**src/hw/portb_mux_pkg.sv**
```systemverilog
package portb_mux_pkg;

    // ========================================================
    // pin positions and widths
    // ========================================================
    localparam int PIN_COUNT      = 8;
    localparam int RESET_PIN      = 7;
    localparam int INT_ZERO_PIN   = 6;
    localparam int OSC_TWO_PIN    = 5;
    localparam int OSC_ONE_PIN    = 4;
    localparam int SER_CLOCK_PIN  = 2;
    localparam int SER_DOUT_PIN   = 1;
    localparam int SER_DIN_PIN    = 0;

    // ========================================================
    // steering field layout in timer1_control_d
    // ========================================================
    // channel a letters u..x sit in bits 3..0, channel b in 7..4
    localparam int STEER_A_BASE   = 0;
    localparam int STEER_B_BASE   = 4;

    // ========================================================
    // source numbering seen by other units
    // ========================================================
    localparam int PIN_CHANGE_BASE = 8;
    localparam int ANALOG_CH_PIN7  = 10;
    localparam int ANALOG_CH_PIN6  = 9;
    localparam int ANALOG_CH_PIN5  = 8;

    // ========================================================
    // reset values and divider defaults
    // ========================================================
    localparam logic [7:0] BYTE_RESET  = 8'h00;
    localparam int         DIV_WIDTH   = 4;
    localparam logic [3:0] DIV_DEFAULT = 4'h0;

    typedef logic [PIN_COUNT-1:0] port_byte_t;

endpackage : portb_mux_pkg

```
**src/hw/clock_output_divider.sv**
```systemverilog
`timescale 1ns/100ps

module clock_output_divider #(
    parameter int WIDTH = 4
) (
    input  wire logic             ref_clk_in,
    input  wire logic             rst_in,
    input  wire logic [WIDTH-1:0] div_sel_in,
    output logic                  divided_clock_out
);

    // ========================================================
    // half-period counter
    // ========================================================
    // output toggles every div_sel_in+1 cycles, so the divided
    // clock period is 2*(div_sel_in+1) reference cycles
    logic [WIDTH-1:0] count_q;
    logic             wrap;

    assign wrap = (count_q >= div_sel_in);

    always_ff @(posedge ref_clk_in) begin
        if (rst_in) begin
            count_q <= '0;
        end else if (wrap) begin
            count_q <= '0;
        end else begin
            count_q <= count_q + WIDTH'(1);
        end
    end

    // ========================================================
    // output toggle
    // ========================================================
    // only the block reset stops it, never the chip reset
    always_ff @(posedge ref_clk_in) begin
        if (rst_in) begin
            divided_clock_out <= 1'b0;
        end else if (wrap) begin
            divided_clock_out <= ~divided_clock_out;
        end
    end

endmodule : clock_output_divider

```
**src/hw/port_b_alt_function_mux.sv**
```systemverilog
`timescale 1ns/100ps

module port_b_alt_function_mux #(
    parameter int DIV_WIDTH = portb_mux_pkg::DIV_WIDTH
) (
    input  wire logic                      ref_clk_in,
    input  wire logic                      rst_in,
    // pad side
    input  wire portb_mux_pkg::port_byte_t pad_in,
    output portb_mux_pkg::port_byte_t      pad_out,
    output portb_mux_pkg::port_byte_t      pad_oe_out,
    output portb_mux_pkg::port_byte_t      pad_pullup_out,
    // port register side
    input  wire portb_mux_pkg::port_byte_t port_dir_in,
    input  wire portb_mux_pkg::port_byte_t port_latch_in,
    input  wire logic                      pullup_disable_in,
    output portb_mux_pkg::port_byte_t      dir_read_out,
    output portb_mux_pkg::port_byte_t      latch_read_out,
    output portb_mux_pkg::port_byte_t      input_read_out,
    // fuses and clock selection, 1 = programmed / selected
    input  wire logic                      reset_disable_fuse_in,
    input  wire logic                      debug_enable_fuse_in,
    input  wire logic                      lock_bits_programmed_in,
    input  wire logic                      clock_output_fuse_in,
    input  wire logic                      crystal_osc_sel_in,
    input  wire logic                      internal_rc_sel_in,
    input  wire logic [DIV_WIDTH-1:0]      clock_div_sel_in,
    // timer 1
    input  wire logic                      timer1_a_enable_in,
    input  wire logic                      timer1_b_enable_in,
    input  wire logic                      timer1_a_cmp_in,
    input  wire logic                      timer1_b_cmp_in,
    input  wire portb_mux_pkg::port_byte_t timer1_control_d_in,
    // universal serial unit
    input  wire logic                      serial_two_wire_in,
    input  wire logic                      serial_three_wire_in,
    input  wire logic                      serial_shiftout_in,
    input  wire logic                      serial_clock_hold_in,
    output logic                           serial_unit_clock_in_out,
    output logic                           serial_unit_data_in_out,
    // debug line
    input  wire logic                      debug_drive_low_in,
    output logic                           one_wire_debug_line_out,
    output logic                           debug_active_out,
    // reset, interrupts, analog, clocks
    output logic                           reset_request_out,
    output portb_mux_pkg::port_byte_t      pin_change_out,
    output logic                           external_interrupt_zero_out,
    output logic [2:0]                     analog_channel_out,
    output logic                           external_clock_in_out
);
    import portb_mux_pkg::*;

    // ========================================================
    // helpers
    // ========================================================
    // steering bit for pin n: letter index n/2, channel from n[0]
    function automatic logic timer_steer(input int pin,
                                         input port_byte_t ctl);
        int idx;
        idx = pin / 2;
        if ((pin % 2) == 1) begin
            timer_steer = ctl[STEER_B_BASE + idx];
        end else begin
            timer_steer = ctl[STEER_A_BASE + idx];
        end
    endfunction : timer_steer

    // ========================================================
    // fuse and clock claims
    // ========================================================
    logic reset_claim;
    logic debug_claim;
    logic pin7_claim;
    logic osc_two_claim;
    logic clk_out_claim;
    logic osc_one_claim;
    logic divided_clock;

    assign reset_claim   = ~reset_disable_fuse_in;
    assign debug_claim   = debug_enable_fuse_in
                         & ~lock_bits_programmed_in;
    assign pin7_claim    = reset_claim | debug_claim;
    assign osc_two_claim = crystal_osc_sel_in;
    // the crystal needs the pin, so it wins over the clock output
    assign clk_out_claim = clock_output_fuse_in & ~osc_two_claim;
    assign osc_one_claim = ~internal_rc_sel_in;

    // chip reset is not an input here: the divider stops only for
    // the block reset, so the clock keeps running on bit 5
    clock_output_divider #(
        .WIDTH             (DIV_WIDTH)
    ) u_clkdiv (
        .ref_clk_in        (ref_clk_in),
        .rst_in            (rst_in),
        .div_sel_in        (clock_div_sel_in),
        .divided_clock_out (divided_clock)
    );

    // ========================================================
    // timer 1 per-pin overrides
    // ========================================================
    port_byte_t timer_use;
    port_byte_t timer_val;

    for (genvar i = 0; i < PIN_COUNT; i++) begin : g_timer
        logic chan_en;
        logic chan_val;
        assign chan_en  = (i % 2 == 1) ? timer1_b_enable_in
                                       : timer1_a_enable_in;
        assign chan_val = (i % 2 == 1) ? timer1_b_cmp_in
                                       : timer1_a_cmp_in;
        // direction still comes from the port; software must set it
        assign timer_use[i] = chan_en
                            & timer_steer(i, timer1_control_d_in);
        assign timer_val[i] = chan_val;
    end

    // ========================================================
    // default port behaviour per pin
    // ========================================================
    port_byte_t base_out;
    port_byte_t base_oe;
    port_byte_t base_pu;

    for (genvar i = 0; i < PIN_COUNT; i++) begin : g_base
        assign base_out[i] = timer_use[i] ? timer_val[i]
                                          : port_latch_in[i];
        assign base_oe[i]  = port_dir_in[i];
        assign base_pu[i]  = port_latch_in[i] & ~port_dir_in[i]
                           & ~pullup_disable_in;
    end

    // ========================================================
    // serial overrides on bits 2..0
    // ========================================================
    // kept apart from the claims so no serial bit can undo a fuse
    port_byte_t ser_out;
    port_byte_t ser_oe;

    always_comb begin
        ser_out = base_out;
        ser_oe  = base_oe;
        // two-wire data is open drain: only ever pulls low
        if (serial_two_wire_in) begin
            ser_out[SER_DIN_PIN]   = 1'b0;
            ser_oe[SER_DIN_PIN]    = port_dir_in[SER_DIN_PIN]
                                   & ~serial_shiftout_in;
            ser_out[SER_CLOCK_PIN] = 1'b0;
            ser_oe[SER_CLOCK_PIN]  = port_dir_in[SER_CLOCK_PIN]
                                   & (serial_clock_hold_in
                                      | ~port_latch_in[SER_CLOCK_PIN]);
        end
        // three-wire data out replaces the latch when driven
        if (serial_three_wire_in && !serial_two_wire_in) begin
            ser_out[SER_DOUT_PIN] = serial_shiftout_in;
        end
    end

    // ========================================================
    // final pad drive, claims first
    // ========================================================
    port_byte_t pad_d;
    port_byte_t oe_d;
    port_byte_t pu_d;

    always_comb begin
        pad_d = ser_out;
        oe_d  = ser_oe;
        pu_d  = base_pu;

        // fuse and clock claims override everything below them
        if (osc_one_claim) begin
            pad_d[OSC_ONE_PIN] = 1'b0;
            oe_d[OSC_ONE_PIN]  = 1'b0;
            pu_d[OSC_ONE_PIN]  = 1'b0;
        end
        if (osc_two_claim) begin
            pad_d[OSC_TWO_PIN] = 1'b0;
            oe_d[OSC_TWO_PIN]  = 1'b0;
            pu_d[OSC_TWO_PIN]  = 1'b0;
        end else if (clk_out_claim) begin
            pad_d[OSC_TWO_PIN] = divided_clock;
            oe_d[OSC_TWO_PIN]  = 1'b1;
            pu_d[OSC_TWO_PIN]  = 1'b0;
        end
        if (debug_claim) begin
            pad_d[RESET_PIN] = 1'b0;
            oe_d[RESET_PIN]  = debug_drive_low_in;
            pu_d[RESET_PIN]  = 1'b1;
        end else if (reset_claim) begin
            pad_d[RESET_PIN] = 1'b0;
            oe_d[RESET_PIN]  = 1'b0;
            pu_d[RESET_PIN]  = 1'b1;
        end
    end

    always_ff @(posedge ref_clk_in) begin
        if (rst_in) begin
            pad_out <= BYTE_RESET;
        end else begin
            pad_out <= pad_d;
        end
    end

    always_ff @(posedge ref_clk_in) begin
        if (rst_in) begin
            pad_oe_out <= BYTE_RESET;
        end else begin
            pad_oe_out <= oe_d;
        end
    end

    always_ff @(posedge ref_clk_in) begin
        if (rst_in) begin
            pad_pullup_out <= BYTE_RESET;
        end else begin
            pad_pullup_out <= pu_d;
        end
    end

    // ========================================================
    // input sampling
    // ========================================================
    port_byte_t sample_q;

    always_ff @(posedge ref_clk_in) begin
        if (rst_in) begin
            sample_q <= BYTE_RESET;
        end else begin
            sample_q <= pad_in;
        end
    end

    // ========================================================
    // register read-back masking
    // ========================================================
    port_byte_t read_mask;

    always_comb begin
        read_mask              = BYTE_RESET;
        read_mask[RESET_PIN]   = pin7_claim;
        read_mask[OSC_ONE_PIN] = osc_one_claim;
    end

    always_ff @(posedge ref_clk_in) begin
        if (rst_in) begin
            dir_read_out <= BYTE_RESET;
        end else begin
            dir_read_out <= port_dir_in & ~read_mask;
        end
    end

    always_ff @(posedge ref_clk_in) begin
        if (rst_in) begin
            latch_read_out <= BYTE_RESET;
        end else begin
            latch_read_out <= port_latch_in & ~read_mask;
        end
    end

    always_ff @(posedge ref_clk_in) begin
        if (rst_in) begin
            input_read_out <= BYTE_RESET;
        end else begin
            input_read_out <= pad_in & ~read_mask;
        end
    end

    // ========================================================
    // reset and debug line
    // ========================================================
    // reset pin is active low; the request is one cycle behind
    always_ff @(posedge ref_clk_in) begin
        if (rst_in) begin
            reset_request_out <= 1'b0;
        end else begin
            reset_request_out <= reset_claim & ~debug_claim
                               & ~pad_in[RESET_PIN];
        end
    end

    // idles high so the emulator side never sees a false start bit
    always_ff @(posedge ref_clk_in) begin
        if (rst_in) begin
            one_wire_debug_line_out <= 1'b1;
        end else begin
            one_wire_debug_line_out <= ~debug_claim | pad_in[RESET_PIN];
        end
    end

    always_ff @(posedge ref_clk_in) begin
        if (rst_in) begin
            debug_active_out <= 1'b0;
        end else begin
            debug_active_out <= debug_claim;
        end
    end

    // ========================================================
    // interrupt sources
    // ========================================================
    // bit n of pin_change_out is source n + PIN_CHANGE_BASE
    assign pin_change_out              = sample_q;
    assign external_interrupt_zero_out = sample_q[INT_ZERO_PIN];

    // ========================================================
    // analog, serial and clock inputs
    // ========================================================
    // digital proxy of the analog path: index 2,1,0 = ch 10,9,8
    assign analog_channel_out = {sample_q[RESET_PIN],
                                 sample_q[INT_ZERO_PIN],
                                 sample_q[OSC_TWO_PIN]};

    assign serial_unit_clock_in_out = sample_q[SER_CLOCK_PIN];
    assign serial_unit_data_in_out  = sample_q[SER_DIN_PIN];

    // sampled copy only; the real oscillator path is analog
    assign external_clock_in_out = osc_one_claim
                                 & sample_q[OSC_ONE_PIN];

endmodule : port_b_alt_function_mux

```
**config.mk**
```make
export PLATFORM = sky130hd
export DESIGN_NAME = port_b_alt_function_mux
export DESIGN_NICKNAME = d
export VERILOG_FILES = /design/src/hw/portb_mux_pkg.sv /design/src/hw/clock_output_divider.sv /design/src/hw/port_b_alt_function_mux.sv
export SDC_FILE = /design/constraint.sdc
export NUM_CORES = 1
export LEC_CHECK = 0
export ABC_AREA = 0
export BUFFER_PORTS_ARGS = -buffer_cell sky130_fd_sc_hd__buf_2
export CORE_MARGIN = 1.5
export CORE_UTILIZATION = 44
export CTS_BUF_LIST = sky130_fd_sc_hd__clkbuf_8
export CTS_CLUSTER_SIZE = 16
export DETAILED_ROUTE_END_ITERATION = 10
export PLACE_DENSITY = 0.79
export RECOVER_POWER = 25
export SETUP_SLACK_MARGIN = 0.05
export SLEW_MARGIN = 20
export SYNTH_ARGS = -nofsm -noshare
export SYNTH_HDL_FRONTEND = slang
export SYNTH_SLANG_ARGS = --single-unit
```
**constraint.sdc**
```tcl
create_clock -name ref_clk_in -period 2.1 [get_ports ref_clk_in]
set_clock_uncertainty 0.1 [all_clocks]
set_input_delay 0 -clock ref_clk_in [delete_from_list [all_inputs] [get_ports ref_clk_in]]
set_output_delay 0 -clock ref_clk_in [all_outputs]
set_load 0.01 [all_outputs]
```
==> results of run 1 <==
[through the flow]
step	util (%)	cells	hold slack (ps)
after floorplan	-	186	-53.6
after global placement	57.7	337	74.1
after detailed placement	57.7	337	74.2
after CTS	74.0	405	0.724
after global routing	73.3	405	45.1
final	73.3	405	16.6
[metal layers]
| layer | GRT usage, % | wire length [um] |
|---|---|---|
| met2 | 49.9 | 3440 |
| met3 | 6.83 | 403 |
| met5 | 0 | 0 |
| met1 | 23.0 | 1960 |
| met4 | 10.7 | 192 |
[synthesized netlist by cell type, drive strengths merged (3+ instances only)]
master / n / area share [%]
mux2i: 3 / 1.5
ha: 5 / 3.2
inv: 6 / 1.2
nand2b: 3 / 1.3
and2: 7 / 2.2
nand2: 14 / 2.7
buf: 18 / 6.5
nor3b: 6 / 2.3
a21oi: 3 / 0.77
nor2: 10 / 1.9
a21boi: 3 / 1.2
nor3: 4 / 1.0
dfxtp: 55 / 56
nor2b: 23 / 7.4
nand3: 6 / 1.5
[cell usage in the layout (no fill, tap or decap)]
cell           instances
buf_2                 96
dlygate4sd3_1         60
dfxtp_1               55
nor2b_1               23
clkbuf_1              23
nand2_1               14
nor2_1                10
and2_1                 7
inv_1                  6
nor3b_1                6
nand3_1                6
clkbuf_8               6
ha_1                   5
nor3_1                 4
a21oi_1                3
mux2i_1                3
a21boi_0               3
nand2b_1               2
a311oi_1               2
o21ai_1                2
or2_2                  1
nand2b_4               1
a211oi_4               1
xnor2_1                1
o211a_1                1
o21bai_2               1
mux2_4                 1
a2111oi_1              1
or3b_2                 1
a31oi_1                1
nor4bb_1               1
xor2_1                 1
nor4_1                 1
or3_1                  1
o21a_1                 1
clkinv_4               1
clkinvlp_4             1
[layout make-up]
cell class | instances | area [um^2] | share of cell area (%)
clock buffer | 6 | 82.6 | 2.62
clock inverter | 2 | 16.3 | 0.517
tap | 52 | 65.1 | 2.07
sequential | 55 | 1100 | 35.0
inverter | 6 | 22.5 | 0.716
timing repair buffer | 179 | 1170 | 37.1
multi-input combinational | 105 | 692 | 22.0
[final timing paths]
check | startpoint | end | slack (ps)
worst min register to register | u_clkdiv.divided_clock_out$_SDFFE_PP0P_ | pad_out[5]$_SDFF_PP0_ | 440
worst max register to register | u_clkdiv.count_q[0]$_SDFF_PP0_ | u_clkdiv.divided_clock_out$_SDFFE_PP0P_ | 340
worst min-delay path | lock_bits_programmed_in | pad_pullup_out[7]$_SDFF_PP0_ | 20
worst max-delay path | timer1_b_cmp_in | pad_out[3]$_SDFF_PP0_ | 180
[state kept, by name, summed over array words and instances, names as in the netlist]
| register | flops |
|---|---|
| pad_pullup_out | 8 |
| input_read_out | 2 |
| dir_read_out | 5 |
| reset_request_out | 1 |
| one_wire_debug_line_out | 1 |
| debug_active_out | 1 |
| u_clkdiv.divided_clock_out | 1 |
| pad_oe_out | 8 |
| u_clkdiv.count_q | 4 |
| pad_out | 8 |
| pin_change_out | 8 |
| latch_read_out | 8 |
[kinds of logic (layout without fill, tap and decap cells)]
family                   count (synthesis)  count (layout)  synth area share, %
XOR/XNOR                                 2               2                0.899
adder cells (fa/ha/maj)                  5               5                 3.21
AND/OR/NAND/NOR                         78              78                 22.4
buffers and inverters                   26             193                 8.02
multiplexers                             4               4                 2.31
AO/OA/AOI/OAI                           16              16                 6.68
flip-flops                              55              55                 56.5
[critical path, cell delays in order]
cell	delay, ps
dlygate4sd3_1	550
buf_2	150
nand3_1	80
dlygate4sd3_1	560
a21oi_1	150
dlygate4sd3_1	570
[report_power, final]
group	switching [mW]	internal (mW)	total, mW
combinational	0.178	0.206	0.383
sequential	0.0227	1.10	1.12
clock	0.325	0.269	0.595
==> impl_metrics.tcl, run 1 <==
set metrics [dict create \
    fmax_mhz 521 \
    p_leak_nw 1.54 \
    cp_max_fo 4 \
    rows 24 \
    dpl-instance-area_um2 2480 \
    root_buffer "clkbuf_8" \
    setup_slack_ps 179 \
    pre_cts_ws_ps 350 \
    syn2layout_area_growth_pct 61.4 \
    holdBufCountCts 60 \
    worst_ep_required_time_ps 2250 \
    drt-pass1-iter-count 4 \
    grt_pass1_wl_mm 9.36 \
    clock_latency_ps 290 \
    numCtsBuffers 5 \
    drc 0 \
    slew-limit-headroom_pct 54.0 \
    final_antenna_net_count 0 \
    ys_seq_area_share_pct 56.5 \
    max-vdd-ir-drop_mv 0.364 \
    wl_mm 5.99 \
    port_buffers 119 \
    die_area_um2 4840 \
    fill_cells 313 \
    slew_viol_final 0 \
    grt_max_degree 40 \
    synth_top_flop_cell "dfxtp_1" \
    cts_tree "yes" \
    clock_path_buffers 2 \
    drive_gt1_share_pct 31.2 \
    post_cts_buffers 0 \
    status "complete, no violations" \
    critPathLaunchType "primary input" \
    worstMarginPinSlew_ps 690 \
    drtIter0Drc 87 \
    finalCritPeriodShare_pct 91.5 \
    grt_overflow_total 0 \
    async_flop_share_pct 0 \
    yosys_register_bits 55 \
    syn_inst 186 \
    grt_pass1_vias 1975 \
    die_w_um 69.6 \
    rsz0062_at_grt "no" \
    crit_arrival_ps 2070 \
    ff2ff_path_depth 6 \
    via_count 1921 \
    post_drt_wl_per_cell_um 14.8 \
    cp-end-kind "flip-flop" \
    post-dp-hpwl_mm 3.24 \
    track_usage_pct 24.9 \
    fin_nets 411 \
    fin_area_um2 3150 \
    initial_core_util_pct 45.4 \
    viasPerCell 4.74 \
    core_area_um2 4290 \
    hold_viol 0 \
    yosysUniqueCellTypes 35 \
    path_class "primary input to flip-flop" \
    syn_area_per_cell_um2 10.5 \
    gp_congestion 0.814 \
    totalPowerFinal_mw 2.10 \
    tns_ps 0 \
    clkTransAtPathRegs_ps 90 \
    antenna_found_initial 0 \
    maxCapViolCount 0 \
    die_y_um 69.6 \
    min_path_cells 3 \
    cts_resized 0 \
    synth-warning-count 0 \
    report.final.setup_viol 0 \
    finalCriticalPeriod_ps 1920 \
    clock_sinks 55 \
    htree_levels 2 \
    diodes 0 \
    synth_fp_nets 245 \
    synth-edff-count 0 \
    hold_path_class "primary input to flip-flop" \
    syn_area_um2 1950 \
    io_pins 120 \
    powerDensity_nw_per_um2 667 \
]
No activity file was read; power rests on OpenSTA's default activity.
==> run 2, diff against run 1 <==
==> constraint.sdc (replaced) <==
create_clock -name ref_clk_in -period 2.1 [get_ports ref_clk_in]
set_clock_uncertainty 0.1 [all_clocks]
set_input_delay 0.42 -clock ref_clk_in [delete_from_list [all_inputs] [get_ports ref_clk_in]]
set_output_delay 0.42 -clock ref_clk_in [all_outputs]
set_load 0.01 [all_outputs]
==> run 2 against run 1 <==
Compared with the run above:
- clock power is 10% higher
- total power decreased by 1.6%
- combinational power shrank 24%
- global-route usage decreased by 8.2 points
==> impl_metrics.tcl, run 2 (synthesis results as in run 1) <==
set metrics [dict create \
    status "complete, no violations" \
    post-dp-hpwl_mm 3.24 \
    fmax_mhz 577 \
    syn2layout_area_growth_pct 32.6 \
    max-vdd-ir-drop_mv 0.364 \
    finalCriticalPeriod_ps 1730 \
    root_buffer "clkbuf_8" \
    cts_tree "yes" \
    track_usage_pct 16.8 \
    final_antenna_net_count 0 \
    use_met3_pct 4.36 \
    clock_path_buffers 2 \
    die_w_um 69.6 \
    fin_area_um2 2580 \
    die_area_um2 4840 \
    top_usage_layer "met2" \
    clock_latency_ps 290 \
    grt_overflow_total 0 \
    via_count 1621 \
    slew_viol_final 0 \
    final_cell_count_no_fill 345 \
    grt_use_met1_pct 18.8 \
    finish.utilization_pct 60.2 \
    clkTransAtPathRegs_ps 90 \
    die_y_um 69.6 \
    report.final.setup_viol 0 \
    maxCapViolCount 0 \
    path_class "flip-flop to flip-flop" \
    totalPowerFinal_mw 2.06 \
    grt_max_degree 25 \
    viasPerCell 4.70 \
    cp-end-kind "flip-flop" \
    hold_path_class "primary input to flip-flop" \
    hold_viol 0 \
    wl_mm 4.06 \
    gp_congestion 0.834 \
    clock_sinks 55 \
    slew-limit-headroom_pct 35.3 \
    core_area_um2 4290 \
    crit_arrival_ps 1820 \
    port_buffers 119 \
    numCtsBuffers 5 \
    grtUsageMet2_pct 30.0 \
    grt_pass1_vias 1474 \
    diodes 0 \
    rows 24 \
    grt_pass1_wl_mm 6.42 \
    holdBufCountCts 0 \
    placedCellCount 338 \
    htree_levels 2 \
    setup_slack_ps 366 \
    post_drt_wl_per_cell_um 11.8 \
    worst_ep_required_time_ps 2190 \
    critPathLaunchType "flip-flop" \
    cp_max_fo 3 \
    drtIter0Drc 79 \
    tns_ps 0 \
    pre_cts_ws_ps 263 \
    drive_gt1_share_pct 45.1 \
    worstMarginPinSlew_ps 971 \
    final_cell_mix "buf_2, dfxtp_1, nor2b_1" \
    layout_commonest_cell "buf_2" \
    fin_nets 352 \
    antenna_found_initial 0 \
    initial_core_util_pct 45.4 \
    p_leak_nw 1.34 \
    drc 0 \
    rsz0062_at_grt "no" \
    holdWs_ps 179 \
    cts_resized 0 \
    finalCritPeriodShare_pct 82.5 \
    io_pins 120 \
    powerDensity_nw_per_um2 798 \
    dpl-instance-area_um2 2480 \
    post_cts_buffers 0 \
    drt-pass1-iter-count 4 \
]
run 2: layer usage:
layer,routed length (um),share of wire [%]
met1,1590,39
met2,2070,51
met3,331,8.2
met4,62,1.5
met5,0,0
run 2: worst paths after layout:
| check | depth (start not counted) | endpoint | start | slack (ps) |
|---|---|---|---|---|
| min reg2reg | 2 | u_clkdiv.count_q[3]$_SDFF_PP0_ | u_clkdiv.count_q[3]$_SDFF_PP0_ | 450 |
| max reg2reg | 6 | u_clkdiv.divided_clock_out$_SDFFE_PP0P_ | u_clkdiv.count_q[0]$_SDFF_PP0_ | 370 |
| max | 6 | u_clkdiv.divided_clock_out$_SDFFE_PP0P_ | u_clkdiv.count_q[0]$_SDFF_PP0_ | 370 |
| min | 2 | pad_pullup_out[1]$_SDFF_PP0_ | port_dir_in[1] | 180 |
run 2: report_power, final:
part / internal [mW] / total, mW / switching (mW)
registers: 1.10 / 1.12 / 0.0209
clock network: 0.348 / 0.656 / 0.308
logic: 0.142 / 0.290 / 0.148
run 2: final cells by class:
type	instances	area, um^2
tap	52	65.1
sequential	55	1100
inverter	6	22.5
clock inverter	2	37.5
multi-input combinational	105	691
clock buffer	5	68.8
timing repair buffer	120	599
fill	393	1710
run 2: worst max-delay path, stage by stage (launching register included):
cell and delay, ps:
dfxtp_1 370, inv_1 70, ha_1 270, nand2b_4 150, a211oi_4 280, o21bai_2 110
mux2_4 290
==> run 3, diff against run 2 <==
clock period = 1.6 ns   (was 2.1 ns; I/O delays follow)
==> run 3 against run 2 <==
Compared with the run above:
- worst hold slack got worse by 100 ps
- critical path depth did not move
- final cell count rose by 1.2%
- flip-flop and latch count did not move
- worst setup slack got worse by 310 ps
- combinational power up 41%
- clock-buffer cell count unchanged
- die area unchanged
- largest power group unchanged
==> impl_metrics.tcl, run 3 (synthesis results as in run 1) <==
set metrics [dict create \
    grtUsageMet2_pct 30.7 \
    pre_cts_ws_ps -26.9 \
    p_comb_share_pct 14.0 \
    drive_gt1_share_pct 46.5 \
    dpl-instance-area_um2 2520 \
    initial_core_util_pct 45.4 \
    fill_cells 371 \
    track_usage_pct 16.8 \
    die_y_um 69.6 \
    clock_path_buffers 2 \
    die_w_um 69.6 \
    fmax_mhz 646 \
    finalCritPeriodShare_pct 96.8 \
    cts_tree "yes" \
    drt-pass1-iter-count 4 \
    die_area_um2 4840 \
    cp_slowest_cell "dfxtp_2" \
    wl_mm 4.10 \
    p_leak_nw 1.37 \
    report.final.setup_viol 0 \
    fin_area_um2 2650 \
    maxCapViolCount 0 \
    path_class "flip-flop to flip-flop" \
    setup_slack_ps 51.7 \
    rsz0062_at_grt "yes" \
    powerDensity_nw_per_um2 1100 \
    status "complete, no violations" \
    holdBufCountCts 0 \
    post-dp-hpwl_mm 3.21 \
    finalCriticalPeriod_ps 1550 \
    clock_sinks 55 \
    gp_congestion 0.735 \
    port_buffers 119 \
    path_buf_inv 1 \
    rows 24 \
    hold_viol 0 \
    internal_power_mw 2.27 \
    hold_path_class "primary input to flip-flop" \
    htree_levels 2 \
    cp-end-kind "flip-flop" \
    clock_latency_ps 290 \
    top_usage_layer "met2" \
    critPathTopFamily "flip-flops" \
    diodes 0 \
    post_drt_wl_per_cell_um 11.7 \
    final_cell_mix "buf_2, dfxtp_1, nor2b_1" \
    max-vdd-ir-drop_mv 0.539 \
    worstMarginPinSlew_ps 747 \
    use_met3_pct 5.81 \
    slew_viol_final 0 \
    antenna_found_initial 0 \
    grt_pass1_vias 1527 \
    switchingPower_mw 0.647 \
    seqPwrFrac_pct 50.3 \
    cp_max_fo 2 \
    grt_overflow_total 0 \
    critPathLaunchType "flip-flop" \
    p_sw_share_pct 22.2 \
    core_area_um2 4290 \
    root_buffer "clkbuf_8" \
    io_pins 120 \
    crit_arrival_ps 1640 \
    cts_resized 0 \
    final_antenna_net_count 0 \
    via_count 1638 \
    fin_nets 355 \
    grt_use_met1_pct 18.3 \
    drtIter0Drc 58 \
    holdWs_ps 74.5 \
    layout_commonest_cell "buf_2" \
    numCtsBuffers 5 \
    grt_max_degree 38 \
    drc 0 \
    grt_pass1_wl_mm 6.55 \
    crit_chain "inv_2, ha_4, nand2b_4, a211oi_4, o21bai_2, mux2_4" \
    syn2layout_area_growth_pct 35.9 \
    worst_ep_required_time_ps 1690 \
    clockPowerShare_pct 35.7 \
    slew-limit-headroom_pct 50.2 \
    worst_path_largest_cell_delay_ps 330 \
    viasPerCell 4.69 \
    clkTransAtPathRegs_ps 100 \
]
run 3: worst paths after layout:
check                                     startpoint                                 endpoint  slack, ps  cells after the start
min reg2reg  u_clkdiv.divided_clock_out$_SDFFE_PP0P_                    pad_out[5]$_SDFF_PP0_        430                      2
max reg2reg           u_clkdiv.count_q[0]$_SDFF_PP0_  u_clkdiv.divided_clock_out$_SDFFE_PP0P_         50                      6
min                                   port_dir_in[1]             pad_pullup_out[1]$_SDFF_PP0_         70                      2
max                   u_clkdiv.count_q[0]$_SDFF_PP0_  u_clkdiv.divided_clock_out$_SDFFE_PP0P_         50                      6
run 3: worst reg2reg max path, cell delays in order, from the launching register on:
cell	delay, ps
dfxtp_2	330
inv_2	70
ha_4	190
nand2b_4	140
a211oi_4	230
o21bai_2	90
mux2_4	290
run 3: timing repair:
action / 4_1_cts / 5_1_grt
pin swaps: 0 / 1
buffers inserted: 1 / 0
endpoints found under the setup margin: 1 / 2
run 3: area by class of cell:
| class | instances | area, um^2 | area share (%) |
|---|---|---|---|
| sequential | 55 | 1100 | 41.6 |
| clock buffer | 5 | 68.8 | 2.60 |
| inverter | 6 | 22.5 | 0.850 |
| clock inverter | 3 | 63.8 | 2.41 |
| tap | 52 | 65.1 | 2.46 |
| timing repair buffer | 123 | 622 | 23.5 |
| multi-input combinational | 105 | 704 | 26.6 |
run 3: metal layers:
| layer | vias to the layer above | share of wire, % |
|---|---|---|
| met5 | - | 0 |
| met4 | 0 | 1.1 |
| met3 | 5 | 9.1 |
| met2 | 75 | 51 |
| met1 | 746 | 39 |
| li1 | 812 | - |
run 3: per-stage QoR:
stage	TNS [ps]	std cells	power (mW)	util [%]
final	0	349	2.91	61.7
after detailed placement	-26.9	340	1.91	58.8
after floorplan	0	186	1.73	-
after CTS	0	349	2.95	62.1
after global routing	0	349	3.03	61.7
after global placement	-6.91	340	1.90	58.8
run 3: power groups by stage:
stage	clock network, mW	registers, mW	logic (mW)
after global placement	0	1.50	0.403
after detailed placement	0	1.50	0.412
final	1.04	1.47	0.408
after floorplan	0	1.53	0.201
after global routing	1.10	1.47	0.451
after CTS	1.06	1.47	0.419
